`src/rtl/pfd_pkg.sv`:
```
// pfd_pkg: register map, field layouts and encodings of the fault
// handling and output extension block.
// assumes a 32-bit register bus with one aligned word per register.
package pfd_pkg;

	// ------------------------------------------------------------
	// register byte offsets
	// ------------------------------------------------------------
	localparam logic [7:0] FLT0_OFF = 8'h0c;
	localparam logic [7:0] FLT1_OFF = 8'h10;
	localparam logic [7:0] WEX_OFF = 8'h14;
	localparam logic [7:0] DRV_OFF = 8'h18;
	localparam logic [7:0] STATUS_OFF = 8'h1c;
	// four capture words, one per compare/capture channel
	localparam logic [7:0] CAPW_OFF = 8'h20;

	// ------------------------------------------------------------
	// reset values, writable bits, status layout
	// ------------------------------------------------------------
	localparam logic [31:0] FLT_RST = 32'h0000_0000;
	localparam logic [31:0] WEX_RST = 32'h0000_0000;
	localparam logic [31:0] DRV_RST = 32'h0000_0000;
	localparam logic [31:0] FLT_WMASK = 32'h0fff_fffb;
	localparam logic [31:0] WEX_WMASK = 32'hffff_0f03;
	localparam logic [31:0] DRV_WMASK = 32'hffff_ffff;
	localparam int NRF_BIT = 4;
	localparam int ALT_BIT = 8;
	// blanking prescaler multiplies the count by 64, a shift by 6
	localparam int PRESC_SHIFT = 6;
	localparam logic [1:0] RESP_OKAY = 2'h0;
	localparam logic [1:0] RESP_SLVERR = 2'h2;

	// ------------------------------------------------------------
	// field encodings
	// ------------------------------------------------------------
	typedef enum logic [2:0] {
		CAP_OFF, CAP_PLAIN, CAP_LOWER, CAP_HIGHER,
		CAP_LOCLOW, CAP_LOCHIGH, CAP_EXTREM, CAP_MARK
	} pfd_plain_fault_capture_t;
	typedef enum logic [1:0] {HALT_OFF, HALT_HW, HALT_SW, HALT_NR} pfd_halt_t;
	typedef enum logic [1:0] {BLK_START, BLK_RISE, BLK_FALL, BLK_BOTH} pfd_blank_t;
	typedef enum logic [1:0] {FS_OFF, FS_EVT, FS_INV, FS_ALT} pfd_src_t;

	typedef struct packed {
		logic [3:0] rsv_hi;
		logic [3:0] recov_fault_filter;
		logic [7:0] blank_duration;
		logic blank_prescale_sel;
		pfd_plain_fault_capture_t plain_fault_capture;
		logic [1:0] fault_capture_channel;
		pfd_halt_t halt;
		logic restart;
		pfd_blank_t blank;
		logic fault_qualify_en;
		logic keep;
		logic rsv_lo;
		pfd_src_t fault_source_sel;
	} pfd_fctrl_t;

	typedef struct packed {
		logic [7:0] deadtime_high_cycles;
		logic [7:0] deadtime_low_cycles;
		logic [3:0] rsv_hi;
		logic [3:0] deadtime_gen_enable;
		logic [5:0] rsv_lo;
		logic [1:0] output_routing_sel;
	} pfd_wex_t;

	typedef struct packed {
		logic [3:0] nonrecov_filter_1;
		logic [3:0] nonrecov_filter_0;
		logic [7:0] output_invert;
		logic [7:0] nonrecov_override_level;
		logic [7:0] nonrecov_override_en;
	} pfd_drv_t;

	// byte-lane merge of a bus write into a register
	function automatic logic [31:0] wmerge(input logic [31:0] old, input logic [31:0] nw,
			input logic [3:0] be, input logic [31:0] m);
		logic [31:0] r;
		r = old;
		for (int b = 0; b < 4; b++) begin
			if (be[b]) begin
				r[8*b+:8] = (old[8*b+:8] & ~m[8*b+:8]) | (nw[8*b+:8] & m[8*b+:8]);
			end
		end
		return r;
	endfunction

endpackage

```
`src/rtl/pfd_filt.sv`:
```
// pfd_filt: digital filter for one fault event level.
// assumes the input is already synchronised to aclk.
`timescale 1ns/1ps
`default_nettype none
module pfd_filt (
	// clock and reset
	input wire logic aclk,
	input wire logic aresetn,
	// level and filter length
	input wire logic raw,
	input wire logic [3:0] len,
	// filtered level
	output logic filt
);
	logic filt_q;
	logic [3:0] run_q;

	// a change is accepted only after len consecutive differing samples
	always_ff @(posedge aclk) begin
		if (!aresetn) begin
			filt_q <= 1'b0;
			run_q <= 4'h0;
		end else if (raw == filt_q) begin
			run_q <= 4'h0;
		end else if ({1'b0, run_q} + 5'h01 >= {1'b0, len}) begin
			filt_q <= raw;
			run_q <= 4'h0;
		end else begin
			run_q <= run_q + 4'h1;
		end
	end

	assign filt = filt_q;
endmodule
`default_nettype wire

```
`src/rtl/pfd_fault_ctrl.sv`:
```
// pfd_fault_ctrl: recoverable fault handling, capture on fault, dead
// time, output routing and non-recoverable override of a control timer.
// assumes counter core inputs on aclk and event inputs asynchronous.
//
// Design decision made here: register access over AXI4-Lite.
`timescale 1ns/1ps
`default_nettype none
module pfd_fault_ctrl #(
	parameter int CNT_W = 24,
	parameter int RAMP_W = 2
) (
	// clock and reset
	input wire logic aclk,
	input wire logic aresetn,
	// axi4-lite write channels
	input wire logic [7:0] awaddr,
	input wire logic awvalid,
	output logic awready,
	input wire logic [31:0] wdata,
	input wire logic [3:0] wstrb,
	input wire logic wvalid,
	output logic wready,
	output logic [1:0] bresp,
	output logic bvalid,
	input wire logic bready,
	// axi4-lite read channels
	input wire logic [7:0] araddr,
	input wire logic arvalid,
	output logic arready,
	output logic [31:0] rdata,
	output logic [1:0] rresp,
	output logic rvalid,
	input wire logic rready,
	// event inputs, asynchronous
	input wire logic [1:0] match_capture_event_in,
	input wire logic timer_event_in_0,
	input wire logic timer_event_in_1,
	// counter core
	input wire logic [CNT_W-1:0] counter_value,
	input wire logic [RAMP_W-1:0] ramp_index,
	input wire logic period_start,
	input wire logic cycle_end,
	input wire logic [3:0] compare_output_state,
	// fault actions
	output logic [1:0] fault_state,
	output logic [1:0] fault_halt_hw,
	output logic [1:0] fault_halt_sw,
	output logic [1:0] fault_restart,
	output logic [1:0] fault_event_flag,
	output logic nonrecov_fault,
	// waveform pins
	output logic [7:0] wo_out,
	output logic [7:0] wo_oe
);

	pfd_pkg::pfd_fctrl_t fc_q [2];
	pfd_pkg::pfd_wex_t wex_q;
	pfd_pkg::pfd_drv_t drv_q;
	logic [CNT_W-1:0] cc_q [4];
	logic [3:0] sync1_q, sync2_q, evt_f;
	logic [3:0] flen [4];
	logic cap_we [2];
	logic [CNT_W-1:0] cap_val [2];
	logic [1:0] fst, nr_req;
	logic nrf_q;
	logic [7:0] mtx, wv, wo_q, oe_q;

	// ------------------------------------------------------------
	// axi4-lite slave
	// ------------------------------------------------------------
	logic awready_q, wready_q, aw_have_q, w_have_q, bvalid_q;
	logic arready_q, rvalid_q, wr_go, wr_hit, rd_hit;
	logic [1:0] bresp_q, rresp_q;
	logic [7:0] awaddr_q;
	logic [31:0] wdata_q, rdata_q, rd_val;
	logic [3:0] wstrb_q;

	assign wr_go = aw_have_q && w_have_q && !bvalid_q;

	always_ff @(posedge aclk) begin
		if (!aresetn) begin
			awready_q <= 1'b1;
			wready_q <= 1'b1;
			aw_have_q <= 1'b0;
			w_have_q <= 1'b0;
			bvalid_q <= 1'b0;
			bresp_q <= pfd_pkg::RESP_OKAY;
			awaddr_q <= 8'h00;
			wdata_q <= 32'h0000_0000;
			wstrb_q <= 4'h0;
		end else begin
			if (awvalid && awready_q) begin
				awready_q <= 1'b0;
				aw_have_q <= 1'b1;
				awaddr_q <= awaddr;
			end
			if (wvalid && wready_q) begin
				wready_q <= 1'b0;
				w_have_q <= 1'b1;
				wdata_q <= wdata;
				wstrb_q <= wstrb;
			end
			if (wr_go) begin
				aw_have_q <= 1'b0;
				w_have_q <= 1'b0;
				bvalid_q <= 1'b1;
				bresp_q <= wr_hit ? pfd_pkg::RESP_OKAY : pfd_pkg::RESP_SLVERR;
			end
			if (bvalid_q && bready) begin
				bvalid_q <= 1'b0;
				awready_q <= 1'b1;
				wready_q <= 1'b1;
			end
		end
	end

	always_comb begin
		case (awaddr_q)
			pfd_pkg::FLT0_OFF, pfd_pkg::FLT1_OFF, pfd_pkg::WEX_OFF,
			pfd_pkg::DRV_OFF, pfd_pkg::STATUS_OFF: wr_hit = 1'b1;
			default: wr_hit = awaddr_q[7:4] == pfd_pkg::CAPW_OFF[7:4] && awaddr_q[1:0] == 2'h0;
		endcase
	end

	always_comb begin
		rd_hit = 1'b1;
		rd_val = 32'h0000_0000;
		case (araddr)
			pfd_pkg::FLT0_OFF: rd_val = fc_q[0];
			pfd_pkg::FLT1_OFF: rd_val = fc_q[1];
			pfd_pkg::WEX_OFF: rd_val = wex_q;
			pfd_pkg::DRV_OFF: rd_val = drv_q;
			pfd_pkg::STATUS_OFF: begin
				rd_val[1:0] = fst;
				rd_val[pfd_pkg::NRF_BIT] = nrf_q;
				rd_val[pfd_pkg::ALT_BIT+:2] = {g_rf[1].alt_q, g_rf[0].alt_q};
			end
			default: begin
				rd_hit = araddr[7:4] == pfd_pkg::CAPW_OFF[7:4] && araddr[1:0] == 2'h0;
				if (rd_hit) begin
					rd_val = 32'(cc_q[araddr[3:2]]);
				end
			end
		endcase
	end

	always_ff @(posedge aclk) begin
		if (!aresetn) begin
			arready_q <= 1'b1;
			rvalid_q <= 1'b0;
			rdata_q <= 32'h0000_0000;
			rresp_q <= pfd_pkg::RESP_OKAY;
		end else if (arvalid && arready_q) begin
			arready_q <= 1'b0;
			rvalid_q <= 1'b1;
			rdata_q <= rd_val;
			rresp_q <= rd_hit ? pfd_pkg::RESP_OKAY : pfd_pkg::RESP_SLVERR;
		end else if (rvalid_q && rready) begin
			rvalid_q <= 1'b0;
			arready_q <= 1'b1;
		end
	end

	assign awready = awready_q;
	assign wready = wready_q;
	assign bvalid = bvalid_q;
	assign bresp = bresp_q;
	assign arready = arready_q;
	assign rvalid = rvalid_q;
	assign rdata = rdata_q;
	assign rresp = rresp_q;

	// ------------------------------------------------------------
	// control registers
	// ------------------------------------------------------------
	always_ff @(posedge aclk) begin
		if (!aresetn) begin
			fc_q[0] <= pfd_pkg::FLT_RST;
			fc_q[1] <= pfd_pkg::FLT_RST;
			wex_q <= pfd_pkg::WEX_RST;
			drv_q <= pfd_pkg::DRV_RST;
		end else if (wr_go) begin
			case (awaddr_q)
				pfd_pkg::FLT0_OFF: fc_q[0] <= pfd_pkg::wmerge(fc_q[0], wdata_q, wstrb_q,
					pfd_pkg::FLT_WMASK);
				pfd_pkg::FLT1_OFF: fc_q[1] <= pfd_pkg::wmerge(fc_q[1], wdata_q, wstrb_q,
					pfd_pkg::FLT_WMASK);
				pfd_pkg::WEX_OFF: wex_q <= pfd_pkg::wmerge(wex_q, wdata_q, wstrb_q,
					pfd_pkg::WEX_WMASK);
				pfd_pkg::DRV_OFF: drv_q <= pfd_pkg::wmerge(drv_q, wdata_q, wstrb_q,
					pfd_pkg::DRV_WMASK);
				default: ;
			endcase
		end
	end

	// capture words: a capture beats a bus write in the same cycle, fault 0 beats fault 1
	always_ff @(posedge aclk) begin
		if (!aresetn) begin
			for (int c = 0; c < 4; c++) begin
				cc_q[c] <= '0;
			end
		end else begin
			if (wr_go && wr_hit && awaddr_q[7:4] == pfd_pkg::CAPW_OFF[7:4]) begin
				cc_q[awaddr_q[3:2]] <= CNT_W'(pfd_pkg::wmerge(32'(cc_q[awaddr_q[3:2]]),
					wdata_q, wstrb_q, 32'hffff_ffff));
			end
			for (int n = 1; n >= 0; n--) begin
				if (cap_we[n]) begin
					cc_q[fc_q[n].fault_capture_channel] <= cap_val[n];
				end
			end
		end
	end

	// ------------------------------------------------------------
	// event input synchronisers and filters
	// ------------------------------------------------------------
	// fault sources must arrive as asynchronous levels, hence two flops
	always_ff @(posedge aclk) begin
		if (!aresetn) begin
			sync1_q <= 4'h0;
			sync2_q <= 4'h0;
		end else begin
			sync1_q <= {timer_event_in_1, timer_event_in_0, match_capture_event_in};
			sync2_q <= sync1_q;
		end
	end

	assign flen[0] = fc_q[0].recov_fault_filter;
	assign flen[1] = fc_q[1].recov_fault_filter;
	assign flen[2] = drv_q.nonrecov_filter_0;
	assign flen[3] = drv_q.nonrecov_filter_1;

	for (genvar i = 0; i < 4; i++) begin : g_flt
		pfd_filt u_filt (
			.aclk(aclk),
			.aresetn(aresetn),
			.raw(sync2_q[i]),
			.len(flen[i]),
			.filt(evt_f[i])
		);
	end

	// ------------------------------------------------------------
	// recoverable faults
	// ------------------------------------------------------------
	for (genvar n = 0; n < 2; n++) begin : g_rf
		pfd_pkg::pfd_fctrl_t fc;
		logic src_lvl, blk_go, valid, rise, up, we, flag, cmp;
		logic cmp_prev_q, vprev_q, fstate_q, fstate_d, alt_q, trend_q;
		logic restart_q, flag_q, hw_q, sw_q;
		logic [13:0] blk_cnt_q, blk_load;
		logic [CNT_W-1:0] last, val;

		assign fc = fc_q[n];
		assign cmp = compare_output_state[n];
		assign last = cc_q[fc.fault_capture_channel];
		assign blk_load = fc.blank_prescale_sel ? {fc.blank_duration, 6'h00} :
			{6'h00, fc.blank_duration};

		always_comb begin
			case (fc.fault_source_sel)
				pfd_pkg::FS_EVT: src_lvl = evt_f[n];
				pfd_pkg::FS_INV: src_lvl = !evt_f[n];
				pfd_pkg::FS_ALT: src_lvl = alt_q;
				default: src_lvl = 1'b0;
			endcase
			case (fc.blank)
				pfd_pkg::BLK_START: blk_go = period_start;
				pfd_pkg::BLK_RISE: blk_go = cmp && !cmp_prev_q;
				pfd_pkg::BLK_FALL: blk_go = !cmp && cmp_prev_q;
				default: blk_go = cmp != cmp_prev_q;
			endcase
		end

		// a zero count means no blanking window
		assign valid = src_lvl && blk_cnt_q == 14'h0000
			&& !(fc.fault_qualify_en && !cmp);
		assign rise = valid && !vprev_q;
		assign up = counter_value > last;

		always_comb begin
			fstate_d = fstate_q;
			if (valid) begin
				fstate_d = 1'b1;
			end else if (!fc.keep || cycle_end) begin
				fstate_d = 1'b0;
			end
		end

		always_comb begin
			we = 1'b0;
			flag = 1'b0;
			val = counter_value;
			case (fc.plain_fault_capture)
				pfd_pkg::CAP_PLAIN: begin
					we = rise;
					flag = rise;
				end
				pfd_pkg::CAP_LOWER: begin
					we = rise && counter_value < last;
					flag = we;
				end
				pfd_pkg::CAP_HIGHER: begin
					we = rise && up;
					flag = we;
				end
				pfd_pkg::CAP_LOCLOW: begin
					we = rise;
					flag = rise && up && !trend_q;
				end
				pfd_pkg::CAP_LOCHIGH: begin
					we = rise;
					flag = rise && !up && trend_q;
				end
				pfd_pkg::CAP_EXTREM: begin
					we = rise;
					flag = rise && up != trend_q;
				end
				pfd_pkg::CAP_MARK: begin
					we = rise;
					flag = rise;
					val = {ramp_index, counter_value[CNT_W-RAMP_W-1:0]};
				end
				default: ;
			endcase
		end

		always_ff @(posedge aclk) begin
			if (!aresetn) begin
				cmp_prev_q <= 1'b0;
				vprev_q <= 1'b0;
				fstate_q <= 1'b0;
				alt_q <= 1'b0;
				trend_q <= 1'b0;
				blk_cnt_q <= 14'h0000;
				restart_q <= 1'b0;
				flag_q <= 1'b0;
				hw_q <= 1'b0;
				sw_q <= 1'b0;
			end else begin
				cmp_prev_q <= cmp;
				vprev_q <= valid;
				fstate_q <= fstate_d;
				if (blk_go) begin
					blk_cnt_q <= blk_load;
				end else if (blk_cnt_q != 14'h0000) begin
					blk_cnt_q <= blk_cnt_q - 14'h0001;
				end
				if (cycle_end) begin
					alt_q <= fst[1-n];
				end
				// trend remembers the direction of the step at the last fault rise, captured or not
				if (rise) begin
					trend_q <= up;
				end
				restart_q <= fstate_q && !fstate_d && fc.restart;
				flag_q <= flag;
				hw_q <= fstate_d && fc.halt == pfd_pkg::HALT_HW;
				sw_q <= fstate_d && fc.halt == pfd_pkg::HALT_SW;
			end
		end

		assign nr_req[n] = fstate_q && fc.halt == pfd_pkg::HALT_NR;
		assign fst[n] = fstate_q;
		assign cap_we[n] = we;
		assign cap_val[n] = val;
		assign fault_state[n] = fstate_q;
		assign fault_restart[n] = restart_q;
		assign fault_event_flag[n] = flag_q;
		assign fault_halt_hw[n] = hw_q;
		assign fault_halt_sw[n] = sw_q;
	end

	// non-recoverable state: a new fault beats a software clear
	always_ff @(posedge aclk) begin
		if (!aresetn) begin
			nrf_q <= 1'b0;
		end else if (evt_f[2] || evt_f[3] || |nr_req) begin
			nrf_q <= 1'b1;
		end else if (wr_go && awaddr_q == pfd_pkg::STATUS_OFF && wstrb_q[0]
				&& wdata_q[pfd_pkg::NRF_BIT]) begin
			nrf_q <= 1'b0;
		end
	end

	assign nonrecov_fault = nrf_q;

	// ------------------------------------------------------------
	// output matrix and dead time
	// ------------------------------------------------------------
	always_comb begin
		for (int i = 0; i < 8; i++) begin
			case (wex_q.output_routing_sel)
				2'h0: mtx[i] = compare_output_state[i % 4];
				2'h1: mtx[i] = compare_output_state[i % 2];
				2'h2: mtx[i] = compare_output_state[0];
				default: mtx[i] = (i == 0) ? compare_output_state[0] : compare_output_state[1];
			endcase
		end
	end

	for (genvar x = 0; x < 4; x++) begin : g_dt
		logic prev_q, en;
		logic [7:0] cnt_q, cnt_d;

		assign en = wex_q.deadtime_gen_enable[x];

		// a source edge restarts the count even if the last one is unfinished
		always_comb begin
			if (mtx[x] != prev_q) begin
				cnt_d = mtx[x] ? wex_q.deadtime_low_cycles
					: wex_q.deadtime_high_cycles;
			end else if (cnt_q != 8'h00) begin
				cnt_d = cnt_q - 8'h01;
			end else begin
				cnt_d = 8'h00;
			end
		end

		always_ff @(posedge aclk) begin
			if (!aresetn) begin
				prev_q <= 1'b0;
				cnt_q <= 8'h00;
			end else begin
				prev_q <= mtx[x];
				cnt_q <= cnt_d;
			end
		end

		assign wv[x] = en ? (mtx[x] && cnt_d == 8'h00) : mtx[x];
		assign wv[x+4] = en ? (!mtx[x] && cnt_d == 8'h00) : mtx[x+4];
	end

	always_ff @(posedge aclk) begin
		if (!aresetn) begin
			wo_q <= 8'h00;
			oe_q <= 8'h00;
		end else if (nrf_q) begin
			wo_q <= drv_q.nonrecov_override_level;
			oe_q <= drv_q.nonrecov_override_en;
		end else begin
			wo_q <= wv ^ drv_q.output_invert;
			oe_q <= 8'hff;
		end
	end

	assign wo_out = wo_q;
	assign wo_oe = oe_q;
endmodule
`default_nettype wire

```
`config.mk`:
```
export PLATFORM = sky130hd
export DESIGN_NAME = pfd_fault_ctrl
export DESIGN_NICKNAME = d
export VERILOG_FILES = /design/src/rtl/pfd_pkg.sv /design/src/rtl/pfd_filt.sv /design/src/rtl/pfd_fault_ctrl.sv
export SDC_FILE = /design/constraint.sdc
export NUM_CORES = 1
export LEC_CHECK = 0
export CORE_ASPECT_RATIO = 0.8
export CORE_MARGIN = 5
export CORE_UTILIZATION = 55
export DETAILED_ROUTE_END_ITERATION = 8
export DONT_BUFFER_PORTS = 1
export PLACE_DENSITY = 0.75
export SLEW_MARGIN = 10
export SYNTH_ARGS = -nofsm -noshare
export SYNTH_HDL_FRONTEND = slang
export SYNTH_SLANG_ARGS = --single-unit
```
`constraint.sdc`:
```
create_clock -name aclk -period 11.7 [get_ports aclk]
set_clock_uncertainty 0.1 [all_clocks]
set_input_delay 0.585 -clock aclk [delete_from_list [all_inputs] [get_ports aclk]]
set_output_delay 0.585 -clock aclk [all_outputs]
set_load 0.01 [all_outputs]
```
### Yosys cells after proc, flatten, opt, wreduce, memory -nomap -nowiden

Memory sizes are Yosys's and may differ from the RTL's.
Cells that the tools add are included.

| storage, ports and cells | value |
|---|---|
| flip-flop bits (word level) | 277 |
| memory bits (writable) | 160 |
| output and inout bits | 68 |
| memories kept | 2 |

| cells by class | value |
|---|---|
| $add $sub $neg | 14 |
| $lt $le $gt $ge | 8 |
| equal/unequal tests | 58 |
| mux-type cells | 133 |
| bitwise gates (word level) | 14 |
| reductions and logical operators | 136 |

Memories:

| memory | depth | width | read ports | clocked after memory_dff | wr ports | line | source |
|---|---|---|---|---|---|---|---|
| cc_q | 4 | 24 | 3 | 0 | 4 | pfd_fault_ctrl.sv:59 | `logic [CNT_W-1:0] cc_q [4];` |
| fc_q | 2 | 32 | 2 | 0 | 2 | pfd_fault_ctrl.sv:56 | `pfd_pkg::pfd_fctrl_t fc_q [2];` |

Operator list:

| cell | number |
|---|---|
| two-way mux 8 bit | 55 |
| two-way mux 24 bit | 6 |
| case mux 22 bit (5 select lines) | 1 |
| two-way mux 14 bit | 6 |
| OR reduction 24 bit | 3 |
| equality test 8 x 5 -> 1 bit, second input constant | 8 |
| two-way mux 32 bit | 2 |
| logical AND 1 bit | 56 |
| greater-than comparator 24 bit | 2 |
| < comparator 24 bit | 2 |
| two-way mux 1 bit | 42 |
| logical NOT 8 bit | 4 |
| nonzero test 8 bit | 4 |
| subtractor 8 x 1 -> 8 bit, second input constant | 4 |
| case mux 2 bit (5 select lines) | 3 |
| logical NOT 14 bit | 2 |
| nonzero test 14 bit | 2 |
| subtractor 14 x 1 -> 14 bit, second input constant | 2 |
| equality test 3 bit, second input constant | 8 |
| OR 8 x 4 -> 8 bit | 3 |
| AND reduction 3 bit | 8 |
| equality test 2 bit, second input constant | 11 |
| logical NOT 1 bit | 22 |
| adder 4 x 1 -> 5 bit, second input constant | 4 |
| 29 further kinds | 103 |

### Logic depth before layout (Yosys ltp)

An unclocked memory read counts as a cell.

| depth | value |
|---|---|
| depth in word-level cells | 13 |
| mapped depth | 15 |
| mapped depth without buffers | 11 |

### By module

From an unflattened synthesis, not the netlist that was laid out.

| unflattened totals | value |
|---|---|
| cells, all modules | 2,291 |
| area, all modules | 22,866.9 um2 |

By module, submodules not included:

| module | times used | cells each | area each (um2) | seq. area each (um2) |
|---|---|---|---|---|
| pfd_fault_ctrl | 1 | 2,167 | 21,650.8 | 9,409.0 |
| pfd_filt | 4 | 31 | 304.0 | 100.1 |

### Worst setup path before layout

OpenSTA, ideal clock, no wires.

| timing | value |
|---|---|
| kind | register to register |
| start point | memory fc_q[0][10] in the netlist's numbering |
| end point | memory cc_q[1][16] (enable) |
| data arrival time | 4,448 ps |
| path slack | 6,822 ps |
| stages on the path, launching flop included | 15 |
| path buffers | 3 |
| period minus slack after synthesis | 4,878 ps |
| cell sequence | edfxtp_1 -> buf_1 -> buf_1 -> mux4_2 -> inv_1 -> ha_1 -> a211oi_1 -> o21bai_1 -> a21oi_1 -> o2111ai_1 -> o211ai_1 -> a2111oi_4 -> a21oi_2 -> buf_2 -> nand3_1 |

RTL lines:

| element | line |
|---|---|
| start, declared | pfd_fault_ctrl.sv:56 |
| end, declared | pfd_fault_ctrl.sv:59 |

==> impl_metrics.py <==
metrics = {
    "timing": {
        "finalCriticalPeriod_ns": 5.40,
        "period_share_pct": 46.2,
        "tns_ns": 0,
        "max-slew-margin-rel_pct": 17.6,
        "drv_slew": 0,
        "finalHoldViolCount": 0,
        "setup_viol": 0,
        "worst_slew_pin_slew_ns": 1.23,
        "fmax_ghz": 0.185,
        "rsz0062_at_grt": "false",
    },
    "routing": {
        "postRouteAntennaNets": 0,
        "drt_pre_antenna_iters": 8,
        "vias": 18231,
        "wl_per_cell_microns": 25.2,
        "drt-total-wl_microns": 70300,
        "drc_errors": 0,
        "vias_per_cell": 6.52,
        "drt_iter0_markers": 2421,
    },
    "floorplanning": {
        "die_w_microns": 235,
        "io_pins": 163,
        "core_area_sq_mm": 0.0404,
        "start_util_pct": 55.3,
        "die_h_microns": 190,
        "die_area_sq_mm": 0.0448,
        "rows": 66,
    },
    "clocking": {
        "root_buffer": "clkbuf_16",
        "cts_tree": "yes",
        "clock-sinks": 415,
        "clk_path_buf_depth": 3,
        "clk_pin_slew_ns": 0.06,
        "htree_levels": 2,
        "cts_setup_buffers": 0,
        "clk_latency_ns": 0.59,
        "cts_made_buffers": 43,
    },
    "place": {
        "dp_hpwl_microns": 50600,
        "numPortBuffers": 0,
        "place_congestion": 0.949,
    },
    "yosys": {
        "synth-seq-cells": 415,
        "yosysWarnings": 0,
        "synth_ff_type": "dfxtp_1",
        "synthArstFlopShare_pct": 0,
        "syn_avg_cell_area_sq_um": 9.81,
        "yosys-top-cells-area": "dfxtp_1 (24%), edfxtp_1 (20%), mux4_2 (7.5%), mux2i_1 (6.6%), ha_1 (4.5%)",
        "synth.top_cell.area_share_pct": 23.8,
        "yosysSeqAreaShare_pct": 43.9,
        "synthCells": 2276,
        "synth.largest_area_cell": "dfxtp_1",
        "ys_types": 77,
        "synth_area_sq_mm": 0.0223,
        "synth_edf_count": 150,
    },
    "final_layout": {
        "area_delta_synth_final_pct": 8.51,
        "final_util_pct": 60.0,
        "drive_above_1_share_pct": 9.51,
        "final_cell_mix": "dfxtp_1 (265), nand2_1 (251), nor2_1 (234), edfxtp_1 (150), mux2i_1 (148)",
        "final_common_cell": "dfxtp_1",
        "num-nets-final": 2393,
    },
    "worst_setup_path": {
        "path_delay_family": "simple AND/OR/NAND/NOR gates",
        "worstPathMaxFanout": 29,
        "crit_buf_inv": 4,
        "required_ns": 11.76,
        "worstSetupEndpointType": "flop",
        "start_kind": "flop",
        "crit_chain": "buf_4 > mux4_2 > inv_1 > ha_1 > nand4_1 > nor4_1 > o21ai_0 > o211ai_1 > o311ai_2 > buf_4 > a21oi_2 > buf_4 > nand3b_1",
        "cp_common_cell": "buf_4",
        "critPathSlowestCell": "nor4_1",
        "critPathMaxStageDelay_ns": 0.76,
        "crit_type": "flop to flop",
        "cp.arrival_ns": 5.46,
    },
    "power": {
        "p_leak_nw": 9.28,
        "pwr_density_cell_mw_per_mm2": 168,
        "vdd.ir_drop.worst_mv": 0.111,
    },
    "global_routing": {
        "overflow": 0,
        "grt_max_degree": 79,
        "grt_usage_pct": 30.6,
        "grt_pass1_vias": 17421,
        "grt_antenna_before_repair": 3,
        "grt_pass1_wl_microns": 106000,
    },
    "status": {
        "outcome": "finished clean",
    },
    "flow_run": {
        "max_cap_viol_count": 0,
    },
    "worst_hold_path": {
        "hold_class": "input port to flop",
    },
}
worst register-to-register path, delay by kind of cell (launching register included):
family | cells | cell delay, ns
multiplexers | 1 | 0.61
AND/OR/NAND/NOR | 3 | 1.53
adder cells (fa/ha/maj) | 1 | 0.16
flip-flops | 1 | 0.32
buffers and inverters | 4 | 1.24
AO/OA/AOI/OAI | 4 | 1.04
Yosys cell counts, drive strengths merged (12+ instances only):
cell / number
dfxtp: 265
nand2: 251
nor2: 234
edfxtp: 150
mux2i: 148
a21oi: 143
inv: 143
clkbuf: 99
ha: 81
mux4: 74
nand3: 69
and2: 61
o21ai: 53
a222oi: 39
a31oi: 37
nor3: 37
buf: 35
nor2b: 30
xor2: 27
nor4: 23
xnor2: 22
mux2: 21
a211oi: 20
a21o: 19
nand4: 17
nand2b: 16
a22oi: 14
nor3b: 12
worst paths after layout:
kind / from / to / slack, ns / cells after the start
setup / recovery: fc_q[0][42] / cc_q[0][8] / 6.30 / 13
hold / removal: wdata[21] / wdata_q[21] / 0.04 / 2
setup reg to reg: fc_q[0][42] / cc_q[0][8] / 6.30 / 13
hold reg to reg: sync1_q[0] / sync2_q[0] / 0.34 / 1
what timing repair did:
| item | in CTS | in global routing |
|---|---|---|
| endpoints found under the hold margin | 2 | 0 |
| hold buffers | 2 | 0 |
| resized for setup | 0 | 0 |
area by class of cell:
class	count	area, sq um
Clock buffer	67	1360
Timing Repair Buffer	29	223
Multi-Input combinational cell	1585	11500
Clock inverter	11	146
Antenna cell	1	2.50
Sequential cell	415	9810
Fill cell	3305	16100
Tap cell	544	681
Inverter	143	542
routing by layer:
layer  part of all wire, %  global-route usage, %  up-vias
li1                      -                      -     8154
met1                    41                   43.1     8759
met2                    42                   44.8     1143
met3                    13                   8.86      175
met4                   4.2                   12.2        0
met5                     0                      0        -
registers in the layout (all words and copies together) (netlist names), 8 cells and up:
signal / count
awaddr_q: 8
g_rf.blk_cnt_q: 28
rdata: 32
wo_out: 8
cc_q: 96
g_dt.cnt_q: 32
fc_q: 54
wex_q: 18
g_flt.u_filt.run_q: 16
wdata_q: 32
wo_oe: 8
drv_q: 32
stage by stage:
step	power [W]	instances	hold slack [ns]	instance area [sq um]	setup slack, ns
after floorplan	0.00241	2277	0.312	22300	6.82
after global placement	0.00259	2714	0.323	22700	6.63
after detailed placement	0.00261	2714	0.323	22700	6.45
after CTS	0.00407	2794	0.0139	24200	6.44
after global routing	0.00426	2795	0.0337	24200	5.99
final	0.00407	2795	0.0358	24200	6.30
power by group:
part | total [W] | switching (W) | internal [W]
clock | 0.00146 | 0.000592 | 0.000872
sequential | 0.00174 | 0.000133 | 0.00161
combinational | 0.000869 | 0.000499 | 0.000369
cell families after synthesis:
logic type | Yosys count | share of synthesized area [%]
buffers and inverters | 277 | 4.97
adder cells (fa/ha/maj) | 81 | 4.54
flip-flops | 415 | 43.9
AND/OR/NAND/NOR | 805 | 17.1
AO/OA/AOI/OAI | 405 | 12.4
XOR/XNOR | 49 | 1.92
multiplexers | 243 | 15.2
other | 1 | 0.0168
(Power assumes the default switching activity.)
